--- src/tpb_pkg.sv ---
package tpb_pkg;

	////////////////////////////////////////////////////////////////////////
	// Register offsets on the register port
	localparam logic [8:0] ADDR_RSVD_A  = 9'h082;
	localparam logic [8:0] ADDR_FAULT0  = 9'h088;
	localparam logic [8:0] ADDR_FAULT1  = 9'h089;
	localparam logic [8:0] ADDR_FAULT2  = 9'h08a;
	localparam logic [8:0] ADDR_FAULT3  = 9'h08b;
	localparam logic [8:0] ADDR_RSVD_B  = 9'h08c;
	localparam logic [8:0] ADDR_RSVD_C  = 9'h08d;
	localparam logic [8:0] ADDR_PATCTRL = 9'h090;
	localparam logic [8:0] ADDR_RSVD_D  = 9'h091;
	localparam logic [8:0] ADDR_PATLOW  = 9'h092;

	////////////////////////////////////////////////////////////////////////
	// Reset values
	localparam logic [15:0] RST_RSVD_A  = 16'h000f;
	localparam logic [15:0] RST_FAULT   = 16'h0000;
	localparam logic [15:0] RST_RSVD_B  = 16'h0000;
	localparam logic [15:0] RST_RSVD_C  = 16'hffff;
	localparam logic [3:0]  RST_PATCTRL = 4'h0;
	localparam logic [15:0] RST_RSVD_D  = 16'h0000;
	localparam logic [15:0] RST_PATLOW  = 16'h0100;

	////////////////////////////////////////////////////////////////////////
	// Field positions of the pattern control word
	localparam int BIT_PAT_EN    = 0;
	localparam int BIT_PAT_INC   = 1;
	localparam int BIT_PRBS_EN   = 2;
	localparam int BIT_FRAMED    = 3;
	localparam int PATCTRL_W     = 4;
	// Lane 0 low byte and high bits fields
	localparam int LANE0_LOW_LSB = 0;
	localparam int LANE0_LOW_W   = 8;
	localparam int LANE0_HIGH_W  = 2;

	////////////////////////////////////////////////////////////////////////
	// Fault flag layout and data path sizes
	localparam int FAULT_WORDS   = 4;
	localparam int WORD_W        = 16;
	localparam int PIX_W         = 10;
	localparam int PRBS_W        = 15;
	localparam logic [14:0] PRBS_SEED = 15'h7fff;
	localparam int FIFO_DEPTH    = 4;

	////////////////////////////////////////////////////////////////////////
	// Output word source, one-hot
	typedef enum logic [3:0] {
		MODE_PASS  = 4'b0001,
		MODE_CONST = 4'b0010,
		MODE_INC   = 4'b0100,
		MODE_PRBS  = 4'b1000
	} tpb_mode_e;

	// One data path word with its sync marker
	typedef struct packed {
		logic             isSync;
		logic [PIX_W-1:0] data;
	} tpb_word_s;

	// Register port request
	typedef struct packed {
		logic        write;
		logic        read;
		logic [8:0]  addr;
		logic [15:0] wdata;
	} tpb_req_s;

endpackage

--- src/tpb_fifo.sv ---
`timescale 1ns/1ps
module tpb_fifo #(
	parameter int WIDTH = 11,
	parameter int DEPTH = 4
) (
	input  wire logic             clk,
	input  wire logic             rst_n,
	input  wire logic [WIDTH-1:0] inData,
	input  wire logic             inValid,
	output logic                  inReady,
	output logic      [WIDTH-1:0] outData,
	output logic                  outValid,
	input  wire logic             outReady
);
	localparam int AW = (DEPTH > 1) ? $clog2(DEPTH) : 1;

	typedef struct packed {
		logic [DEPTH-1:0][WIDTH-1:0] mem;
		logic [AW-1:0]               wrPtr;
		logic [AW-1:0]               rdPtr;
		logic [AW:0]                 count;
	} fifo_state_s;

	fifo_state_s st;
	fifo_state_s next_st;
	logic        push;
	logic        pop;

	////////////////////////////////////////////////////////////////////////
	// Honest full and empty
	assign inReady  = (st.count != (AW+1)'(DEPTH));
	assign outValid = (st.count != '0);
	assign outData  = st.mem[st.rdPtr];
	assign push     = inValid & inReady;
	assign pop      = outValid & outReady;

	// Pointer and count update
	always_comb begin
		next_st = st;
		if (push) begin
			next_st.mem[st.wrPtr] = inData;
			next_st.wrPtr = (st.wrPtr == AW'(DEPTH-1)) ? '0 : st.wrPtr + 1'b1;
		end
		if (pop) begin
			next_st.rdPtr = (st.rdPtr == AW'(DEPTH-1)) ? '0 : st.rdPtr + 1'b1;
		end
		if (push && !pop) begin
			next_st.count = st.count + 1'b1;
		end else if (pop && !push) begin
			next_st.count = st.count - 1'b1;
		end
	end

	// State register
	always_ff @(posedge clk or negedge rst_n) begin
		if (!rst_n) begin
			st <= '0;
		end else begin
			st <= next_st;
		end
	end

endmodule // tpb_fifo

--- src/tpb_status_pattern.sv ---
`timescale 1ns/1ps
////////////////////////////////////////////////////////////////////////////
////////////////////////////////////////////////////////////////////////////
module tpb_status_pattern
	import tpb_pkg::*;
#(
	parameter int NUM_CH = 64
) (
	input  wire logic                    clk,
	input  wire logic                    rst_n,
	input  wire tpb_req_s                regReq,
	output logic      [WORD_W-1:0]       regRdata,
	output logic                         regRvalid,
	input  wire logic [NUM_CH-1:0]       calShortfall,
	input  wire logic [LANE0_HIGH_W-1:0] lane0PatternHigh,
	input  wire tpb_word_s               pixIn,
	input  wire logic                    pixInValid,
	output logic                         pixInReady,
	output tpb_word_s                    pixOut,
	output logic                         pixOutValid,
	input  wire logic                    pixOutReady,
	output logic      [PATCTRL_W-1:0]    patternControl
);

	////////////////////////////////////////////////////////////////////////
	// Block state
	typedef struct packed {
		logic [NUM_CH-1:0]    fault;
		logic [WORD_W-1:0]    rsvdA;
		logic [WORD_W-1:0]    rsvdB;
		logic [WORD_W-1:0]    rsvdC;
		logic [WORD_W-1:0]    rsvdD;
		logic [PATCTRL_W-1:0] ctrl;
		logic [WORD_W-1:0]    patLow;
		logic [WORD_W-1:0]    rdData;
		logic                 rdValid;
		logic [PIX_W-1:0]     incValue;
		logic [PRBS_W-1:0]    prbs;
	} tpb_state_s;

	tpb_state_s       st;
	tpb_state_s       next_st;
	tpb_mode_e        mode;
	logic [PIX_W-1:0] constWord;
	logic [PIX_W-1:0] patWord;
	logic             advance;
	logic             prbsBit;
	tpb_word_s        fifoInWord;
	logic             fifoInValid;
	logic             fifoInReady;
	logic [PIX_W:0]   fifoOutBits;
	logic [3:0]       faultHit;

	////////////////////////////////////////////////////////////////////////
	// Register outputs
	assign regRdata       = st.rdData;
	assign regRvalid      = st.rdValid;
	assign patternControl = st.ctrl;

	// Which fault word the current read targets
	always_comb begin
		faultHit[0] = regReq.read && (regReq.addr == ADDR_FAULT0);
		faultHit[1] = regReq.read && (regReq.addr == ADDR_FAULT1);
		faultHit[2] = regReq.read && (regReq.addr == ADDR_FAULT2);
		faultHit[3] = regReq.read && (regReq.addr == ADDR_FAULT3);
	end

	////////////////////////////////////////////////////////////////////////
	// Source selection for the output words
	always_comb begin
		if (st.ctrl[BIT_PRBS_EN]) begin
			mode = MODE_PRBS;
		end else if (st.ctrl[BIT_PAT_EN]) begin
			if (st.ctrl[BIT_PAT_INC]) begin
				mode = MODE_INC;
			end else begin
				mode = MODE_CONST;
			end
		end else begin
			mode = MODE_PASS;
		end
	end

	// Lane 0 constant built from low byte and high field
	assign constWord = {lane0PatternHigh,
		st.patLow[LANE0_LOW_LSB +: LANE0_LOW_W]};

	// Pattern word for the current mode
	always_comb begin
		case (mode)
			MODE_PRBS: begin
				patWord = st.prbs[PIX_W-1:0];
			end
			MODE_INC: begin
				patWord = st.incValue;
			end
			MODE_CONST: begin
				patWord = constWord;
			end
			default: begin
				patWord = constWord;
			end
		endcase
	end

	// PRBS feedback, x^15 + x^14 + 1
	assign prbsBit = st.prbs[PRBS_W-1] ^ st.prbs[PRBS_W-2];

	////////////////////////////////////////////////////////////////////////
	// Data path steering into the FIFO
	always_comb begin
		fifoInWord  = pixIn;
		fifoInValid = pixInValid;
		pixInReady  = fifoInReady;
		advance     = 1'b0;
		case (mode)
			MODE_PASS: begin
				fifoInWord  = pixIn;
				fifoInValid = pixInValid;
				pixInReady  = fifoInReady;
			end
			MODE_CONST, MODE_INC, MODE_PRBS: begin
				if (st.ctrl[BIT_FRAMED]) begin
					// Framed: syncs pass, pixel words replaced
					fifoInValid = pixInValid;
					pixInReady  = fifoInReady;
					fifoInWord.isSync = pixIn.isSync;
					fifoInWord.data   = pixIn.isSync ? pixIn.data
						: patWord;
					advance = pixInValid && fifoInReady && !pixIn.isSync;
				end else begin
					// Unframed: free-running pattern, source drained
					fifoInValid       = 1'b1;
					pixInReady        = 1'b1;
					fifoInWord.isSync = 1'b0;
					fifoInWord.data   = patWord;
					advance           = fifoInReady;
				end
			end
			default: begin
				fifoInWord  = pixIn;
				fifoInValid = pixInValid;
				pixInReady  = fifoInReady;
			end
		endcase
	end

	////////////////////////////////////////////////////////////////////////
	// Next state: registers, flags and generators
	always_comb begin
		next_st = st;
		next_st.rdValid = regReq.read;

		// Writes to the writable words
		if (regReq.write) begin
			case (regReq.addr)
				ADDR_RSVD_A: begin
					next_st.rsvdA = regReq.wdata;
				end
				ADDR_RSVD_B: begin
					next_st.rsvdB = regReq.wdata;
				end
				ADDR_RSVD_C: begin
					next_st.rsvdC = regReq.wdata;
				end
				ADDR_PATCTRL: begin
					next_st.ctrl = regReq.wdata[PATCTRL_W-1:0];
				end
				ADDR_RSVD_D: begin
					next_st.rsvdD = regReq.wdata;
				end
				ADDR_PATLOW: begin
					next_st.patLow = regReq.wdata;
				end
				default: begin
					next_st.ctrl = st.ctrl;
				end
			endcase
		end

		// Read data mux, unmapped reads give zero
		if (regReq.read) begin
			case (regReq.addr)
				ADDR_RSVD_A: begin
					next_st.rdData = st.rsvdA;
				end
				ADDR_FAULT0: begin
					next_st.rdData = st.fault[0*WORD_W +: WORD_W];
				end
				ADDR_FAULT1: begin
					next_st.rdData = st.fault[1*WORD_W +: WORD_W];
				end
				ADDR_FAULT2: begin
					next_st.rdData = st.fault[2*WORD_W +: WORD_W];
				end
				ADDR_FAULT3: begin
					next_st.rdData = st.fault[3*WORD_W +: WORD_W];
				end
				ADDR_RSVD_B: begin
					next_st.rdData = st.rsvdB;
				end
				ADDR_RSVD_C: begin
					next_st.rdData = st.rsvdC;
				end
				ADDR_PATCTRL: begin
					next_st.rdData = {{(WORD_W-PATCTRL_W){1'b0}}, st.ctrl};
				end
				ADDR_RSVD_D: begin
					next_st.rdData = st.rsvdD;
				end
				ADDR_PATLOW: begin
					next_st.rdData = st.patLow;
				end
				default: begin
					next_st.rdData = '0;
				end
			endcase
		end

		// Fault flags: read clears word, new shortfall wins
		for (int w = 0; w < FAULT_WORDS; w++) begin
			if (faultHit[w]) begin
				next_st.fault[w*WORD_W +: WORD_W] = '0;
			end
		end
		next_st.fault = next_st.fault | calShortfall;

		// Incrementing value reloads from the constant while not in incrementing mode
		if (mode != MODE_INC) begin
			next_st.incValue = constWord;
		end else if (advance) begin
			next_st.incValue = st.incValue + 1'b1;
		end

		// PRBS restarts from seed while disabled
		if (mode != MODE_PRBS) begin
			next_st.prbs = PRBS_SEED;
		end else if (advance) begin
			next_st.prbs = {st.prbs[PRBS_W-2:0], prbsBit};
		end
	end

	////////////////////////////////////////////////////////////////////////
	// State register with documented reset values
	always_ff @(posedge clk or negedge rst_n) begin
		if (!rst_n) begin
			st.fault    <= {FAULT_WORDS{RST_FAULT}};
			st.rsvdA    <= RST_RSVD_A;
			st.rsvdB    <= RST_RSVD_B;
			st.rsvdC    <= RST_RSVD_C;
			st.rsvdD    <= RST_RSVD_D;
			st.ctrl     <= RST_PATCTRL;
			st.patLow   <= RST_PATLOW;
			st.rdData   <= '0;
			st.rdValid  <= 1'b0;
			st.incValue <= '0;
			st.prbs     <= PRBS_SEED;
		end else begin
			st <= next_st;
		end
	end

	////////////////////////////////////////////////////////////////////////
	// Output buffer, four words
	tpb_fifo #(
		.WIDTH (PIX_W + 1),
		.DEPTH (FIFO_DEPTH)
	) uFifo (
		.clk      (clk),
		.rst_n    (rst_n),
		.inData   (fifoInWord),
		.inValid  (fifoInValid),
		.inReady  (fifoInReady),
		.outData  (fifoOutBits),
		.outValid (pixOutValid),
		.outReady (pixOutReady)
	);

	// Unpack buffer output
	assign pixOut = tpb_word_s'(fifoOutBits);

endmodule // tpb_status_pattern

--- config.mk ---
export PLATFORM = sky130hd
export DESIGN_NAME = tpb_status_pattern
export DESIGN_NICKNAME = d
export VERILOG_FILES = /design/src/tpb_pkg.sv /design/src/tpb_fifo.sv /design/src/tpb_status_pattern.sv
export SDC_FILE = /design/constraint.sdc
export NUM_CORES = 1
export LEC_CHECK = 0
export ABC_AREA = 1
export BUFFER_PORTS_ARGS = -buffer_cell sky130_fd_sc_hd__buf_2
export CAP_MARGIN = 10
export CORE_MARGIN = 4
export CORE_UTILIZATION = 27
export DETAILED_ROUTE_END_ITERATION = 16
export HOLD_SLACK_MARGIN = 0.02
export PLACE_DENSITY = 0.43
export SLEW_MARGIN = 20
export SYNTH_ARGS = -nofsm -noshare
export SYNTH_HDL_FRONTEND = slang
export SYNTH_SLANG_ARGS = --single-unit
--- constraint.sdc ---
create_clock -name clk -period 1.95 [get_ports clk]
set_clock_uncertainty 0.1 [all_clocks]
set_input_delay 0 -clock clk [delete_from_list [all_inputs] [get_ports clk]]
set_output_delay 0 -clock clk [all_outputs]
set_load 0.05 [all_outputs]
==> impl_metrics.py, run 1 <==
metrics = {
    "setup_path": {
        "end_kind": "register",
        "worst-path-buf-inv": 3,
        "worstPathCellList": "nor3_2, inv_1, nand2_4, inv_4, ha_4, inv_4, fa_2, mux2_4",
        "critical_path_class": "reg -> reg",
        "crit_arrival_ns": 2.28,
        "cpMostUsedCell": "inv_4",
        "cp_slowest_cell": "fa_2",
        "crit_path_start_kind": "register",
        "crit_family": "adder cells",
        "r2r-start": "uFifo.st[0]$_DFFE_PN0P_",
        "r2r_end": "uFifo.st[1]$_DFFE_PN0P_",
        "reg2reg_depth": 8,
        "crit_fanout": 3,
        "worst-r2r-setup-slack_ns": 0.02,
        "max_stage_delay_ns": 0.42,
        "worstPathRequired_ns": 2.30,
    },
    "cts": {
        "tritoncts": "yes",
        "cts.sinks": 241,
        "cts.path.max_buffers": 3,
        "ctsHtreeMaxLevel": 1,
        "clock_latency_ns": 0.56,
        "ctsRootBufferMaster": "clkbuf_16",
        "numCtsBuffers": 29,
        "clk_pin_slew_ns": 0.06,
    },
    "final_layout": {
        "n_antenna_cell": 0,
        "multiInputGateArea_mm2": 0.00484,
        "area_delta_synth_final_pct": 33.6,
        "fillers": 4735,
        "drive_above_1_share_pct": 21.3,
        "final_nets": 1841,
        "seqCellArea_mm2": 0.00608,
        "postLayoutCellArea_mm2": 0.0161,
    },
    "yosys": {
        "ys_types": 43,
        "ys.flop_type": "dfrtp_1",
        "syn_avg_cell_area_um2": 8.37,
        "ys_seq_area_share_pct": 50.5,
        "synth_top_area_share_pct": 42.7,
        "ys_ff_latch": 241,
        "yosysTopAreaCell": "dfrtp_1",
        "async_flop_share_pct": 100,
        "synth.top_cells.by_count": "373 x nand2_1, 205 x dfrtp_1, 151 x inv_1",
        "syn_inst": 1437,
        "syn_nets": 1553,
        "synth_most_common_cell": "nand2_1",
        "syn_area_mm2": 0.0120,
        "ys_top_cells_by_area": "dfrtp_1 43%, nand2_1 12%, dfstp_2 7.9%",
        "synth_edf_count": 0,
        "ys_warn_count": 0,
    },
    "place": {
        "dp_hpwl_mm": 28.8,
        "port_buffers": 141,
        "dpl-instance-area_mm2": 0.0136,
        "gp_congestion": 0.821,
    },
    "pwr": {
        "p_per_area_mw_per_mm2": 972,
        "ir_worst_vdd_mv": 1.13,
        "p_leak_uw": 0.00806,
    },
    "min_path": {
        "holdCritPathClass": "in -> reg",
        "min_delay_path_depth": 6,
        "min_from": "regReq[21]",
        "min_to": "st[95]$_DFFE_PN0P_",
    },
    "detailed_routing": {
        "drc_errors": 0,
        "dr_total_vias": 10700,
        "drt_iter0_drc": 581,
        "dr.pass1.iters": 4,
        "ant_nets": 0,
        "wl_per_cell_um": 17.5,
        "drt_wl_total_mm": 41.0,
        "detail_route.vias_per_cell": 4.57,
    },
    "global_routing": {
        "grtUsageTotal_pct": 16.9,
        "grt_pass1_wl_mm": 63.3,
        "grt_pass1_vias": 10900,
        "grt_antenna_before_repair": 2,
        "overflow": 0,
        "grt_start_max_net_pins": 68,
    },
    "sta": {
        "period_share_pct": 99.1,
        "tightest_slew_ns": 0.745,
        "drv_slew": 0,
        "setup_tns_ns": 0,
        "fin_hold_ws_ns": 0.0513,
        "rsz0062_at_grt": "yes",
        "hold_violations": 0,
        "period_needed_ns": 1.93,
        "relSlewSlack_pct": 50.1,
        "fmax_ghz": 0.517,
        "setup_viol": 0,
    },
    "die": {
        "boundaryPins": 142,
        "die_area_mm2": 0.0480,
        "fp-row-count": 77,
        "core_mm2": 0.0441,
        "die_w_um": 219,
        "die_y_um": 219,
        "initial_utilization_pct": 27.3,
    },
    "outcome": {
        "status": "finished, final reports clean",
    },
    "run": {
        "drv_cap": 0,
    },
}
==> sequential cells by signal, indices dropped and copies added, names as in the netlist <==
register	flops
patternControl	4
constWord	8
uFifo.st	51
st	161
regRvalid	1
regRdata	16
==> kinds of logic after synthesis <==
kind of cell,count (synthesis),synth area share (%)
AND/OR/NAND/NOR,685,26.0
buffers and inverters,259,9.91
flip-flops,241,50.5
AO/OA/AOI/OAI,238,12.3
adder cells (fa/ha/maj),8,0.895
XOR/XNOR,5,0.364
multiplexers,1,0.0936
==> how the worst max path moves through the flow <==
stage | start | slack [ns] | cells after the start | to
after detailed placement | uFifo.st[1]$_DFFE_PN0P_ | 0.006 | 8 | uFifo.st[1]$_DFFE_PN0P_
after floorplan | patternControl[2]$_DFFE_PN0P_ | -0.05 | 11 | uFifo.st[1]$_DFFE_PN0P_
after CTS | uFifo.st[3]$_DFFE_PN0P_ | -0.02 | 5 | pixOut[3]
final | uFifo.st[0]$_DFFE_PN0P_ | 0.02 | 8 | uFifo.st[1]$_DFFE_PN0P_
after global routing | uFifo.st[0]$_DFFE_PN0P_ | -0.06 | 8 | uFifo.st[1]$_DFFE_PN0P_
after global placement | uFifo.st[1]$_DFFE_PN0P_ | 0.02 | 8 | uFifo.st[1]$_DFFE_PN0P_
==> metal layers <==
layer,routed length [um],part of all wire (%),track usage [%],vias to the layer above
met1,17800,43,21.6,5175
met4,986,2.4,4.02,4
met5,23,0.056,0,-
li1,-,-,-,5258
met3,1680,4.1,2.45,56
met2,20500,50,30.0,206
==> worst reg2reg max path, cell delays in order, from the launching register on <==
cell and delay [ns]:
dfrtp_1 0.40, nor3_2 0.21, inv_1 0.09, nand2_4 0.07
inv_4 0.04, ha_4 0.15, inv_4 0.05, fa_2 0.42
mux2_4 0.27
==> stage by stage <==
step	total power, uW	setup slack [ns]	util, %	instances
CTS	15500	-0.0186	36.1	2334
floorplan	8430	-0.0512	-	1437
global placement	9740	0.0242	30.9	2146
global route	16400	-0.0624	36.4	2340
detailed placement	9760	0.00554	30.9	2146
finish	15600	0.0176	36.4	2340
==> placed cells by master (no fill, tap or decap), types with 5 or more instances in the layout <==
cell type	count
nand2_1	369
dfrtp_1	204
inv_1	146
dlygate4sd3_1	133
buf_2	129
nand3_1	102
nor2_1	86
nand4_1	80
buf_4	72
o21ai_1	69
o21bai_1	64
o21ai_0	58
dfstp_2	36
clkbuf_16	31
buf_12	13
inv_2	12
a21oi_1	11
o22ai_1	10
clkbuf_1	10
nor2_4	9
or2_2	8
nand2_4	6
o211ai_2	6
o2111ai_1	6
ha_1	6
clkbuf_8	6
clkinv_2	6
nor2_2	5
==> cell type report <==
type	count	area share [%]
Clock buffer	45	5.26
Clock inverter	9	0.452
Inverter	164	3.94
Multi-Input combinational cell	937	30.1
Sequential cell	241	37.8
Tap cell	592	4.61
Timing Repair Buffer	352	17.8
==> timing repair <==
| action | in CTS | in global routing |
|---|---|---|
| cloned | 0 | 2 |
| pin swaps | 1 | 4 |
| buffers inserted | 0 | 4 |
| endpoints found under the setup margin | 12 | 39 |
| hold buffers | 134 | 0 |
| gates resized for setup | 15 | 24 |
| hold endpoints to repair | 463 | 0 |
==> power by group <==
part	internal (uW)	switching, uW
sequential	5580	354
clock	3100	2190
combinational	1670	2730
total	10300	5270
Note: power is estimated with default switching activity, not from simulation.
==> run 2, diff against run 1 <==
Settings changed: PLACE_DENSITY 0.43 to 0.53.
==> run 2 against run 1 <==
The run now ends with negative setup slack left; global-route usage decreased by 0.91 points; combinational power decreased by 1%; design area decreased by 0.83%; routed wire length decreased by 4.6%; critical endpoint unchanged; highest routed layer unchanged.
==> impl_metrics.py, run 2 (synthesized netlist as in run 1, its figures left out) <==
metrics = {
    "final_layout": {
        "seqCellArea_mm2": 0.00608,
        "area_delta_synth_final_pct": 32.5,
        "fillers": 4656,
        "largest_reg_flops": 161,
        "largest_register": "st",
        "multiInputGateArea_mm2": 0.00485,
        "final_common_cell": "nand2_1",
        "final_nets": 1824,
        "fin_cells": 2326,
        "final_cell_mix": "369 x nand2_1, 204 x dfrtp_1, 146 x inv_1",
        "drive_above_1_share_pct": 21.2,
    },
    "detailed_routing": {
        "wl_per_cell_um": 16.8,
        "ant_nets": 0,
        "drt_iter0_drc": 879,
        "detail_route.vias_per_cell": 4.63,
        "dr_total_vias": 10800,
        "drt_wl_total_mm": 39.1,
        "dr.pass1.iters": 6,
        "drc_errors": 0,
    },
    "min_path": {
        "holdCritPathClass": "in -> reg",
    },
    "sta": {
        "fmax_ghz": 0.511,
        "drv_slew": 0,
        "relSlewSlack_pct": 59.3,
        "period_share_pct": 100,
        "hold_violations": 0,
        "fin_hold_ws_ns": 0.0450,
        "fin_ws_ns": -0.00665,
        "setup_viol": 1,
        "rsz0062_at_grt": "yes",
        "tightest_slew_ns": 0.610,
        "period_needed_ns": 1.96,
    },
    "place": {
        "port_buffers": 141,
        "gp_congestion": 0.840,
        "dpl.cell_count": 2140,
        "dp_hpwl_mm": 27.1,
    },
    "pwr": {
        "ir_worst_vdd_mv": 1.18,
        "p_per_area_mw_per_mm2": 971,
        "p_leak_uw": 0.00802,
    },
    "global_routing": {
        "grt_pass1_vias": 10800,
        "overflow": 0,
        "use_met2_pct": 27.2,
        "grt_start_max_net_pins": 63,
        "busiest_layer": "met2",
        "grt_pass1_wl_mm": 60.6,
        "grt_use_met3_pct": 2.48,
        "grtUsageMet1_pct": 20.8,
        "grt_antenna_before_repair": 4,
        "grtUsageTotal_pct": 16.0,
    },
    "setup_path": {
        "critical_path_class": "reg -> reg",
        "crit_path_start_kind": "register",
        "end_kind": "register",
        "crit_fanout": 3,
        "crit_arrival_ns": 2.29,
        "worstPathRequired_ns": 2.29,
    },
    "run": {
        "drv_cap": 0,
    },
    "cts": {
        "clock_latency_ns": 0.57,
        "ctsRootBufferMaster": "clkbuf_16",
        "tritoncts": "yes",
        "cts.sinks": 241,
        "cts.path.max_buffers": 3,
        "ctsHtreeMaxLevel": 1,
        "numCtsBuffers": 29,
        "clk_pin_slew_ns": 0.06,
    },
    "outcome": {
        "status": "finished with violations",
        "violations": "negative setup slack",
    },
    "die": {
        "core_mm2": 0.0441,
        "initial_utilization_pct": 27.3,
        "die_area_mm2": 0.0480,
        "boundaryPins": 142,
        "fp-row-count": 77,
        "die_w_um": 219,
        "die_y_um": 219,
    },
}
## run 2: final cells by class
cell class,instances,share of cell area [%]
Clock inverter,5,0.290
Sequential cell,241,38.1
Antenna cell,3,0.0471
Multi-Input combinational cell,937,30.4
Tap cell,592,4.65
Inverter,164,3.92
Clock buffer,49,5.46
Timing Repair Buffer,335,17.1
## run 2: worst max-delay path: stages (launching register included)
cell and delay (ns):
dfrtp_1 0.43, inv_6 0.08, nand2_4 0.06, nand2_2 0.07, nand2_2 0.06, nand2_4 0.08, inv_4 0.04, ha_4 0.15
inv_4 0.05, fa_2 0.43, mux2_4 0.28
## run 2: power by group
group          total [uW]  switching [uW]  internal [uW]
clock network        5230            2190           3040
registers            5910             336           5580
logic                4340            2720           1620
## run 2: worst paths after layout
check | start | endpoint | slack, ns | cells after the start
hold reg to reg | st[111]$_DFFE_PN1P_ | st[111]$_DFFE_PN1P_ | 0.37 | 2
max in group asynchronous | rst_n | st[111]$_DFFE_PN1P_ | 0.77 | 4
setup reg to reg | patternControl[2]$_DFFE_PN0P_ | uFifo.st[1]$_DFFE_PN0P_ | -0.007 | 10
hold / removal | regReq[24] | regRdata[15]$_DFFE_PN0P_ | 0.05 | 10
min in group asynchronous | rst_n | st[10]$_DFFE_PN1P_ | 0.56 | 3
setup / recovery | patternControl[2]$_DFFE_PN0P_ | uFifo.st[1]$_DFFE_PN0P_ | -0.007 | 10
## run 2: timing repair
| item | in CTS | in global routing |
|---|---|---|
| setup endpoints to repair | 12 | 30 |
| hold buffers | 124 | 0 |
| endpoints found under the hold margin | 462 | 0 |
| pin swaps | 2 | 7 |
| buffers inserted | 2 | 2 |
| gates resized for setup | 9 | 33 |
| gates cloned | 0 | 1 |
## run 2: metal layers
layer  vias to the layer above  share of wire (%)
met2                       299                 48
li1                       5236                  -
met5                         -              0.031
met1                      5171                 44
met4                         2                3.2
met3                        72                4.9
## run 2: through the flow
step                setup TNS [ns]  worst slack (ns)  area [um2]  power [uW]  util (%)
finish                    -0.00665          -0.00665       15900       15500      36.1
CTS                              0           0.00393       15800       15300      35.8
detailed placement        -0.00854          -0.00854       13600        9670      30.8
global route                -0.187           -0.0745       15900       16300      36.1
floorplan                  -0.0965           -0.0512       12100        8430         -
global placement                 0            0.0260       13600        9610      30.8
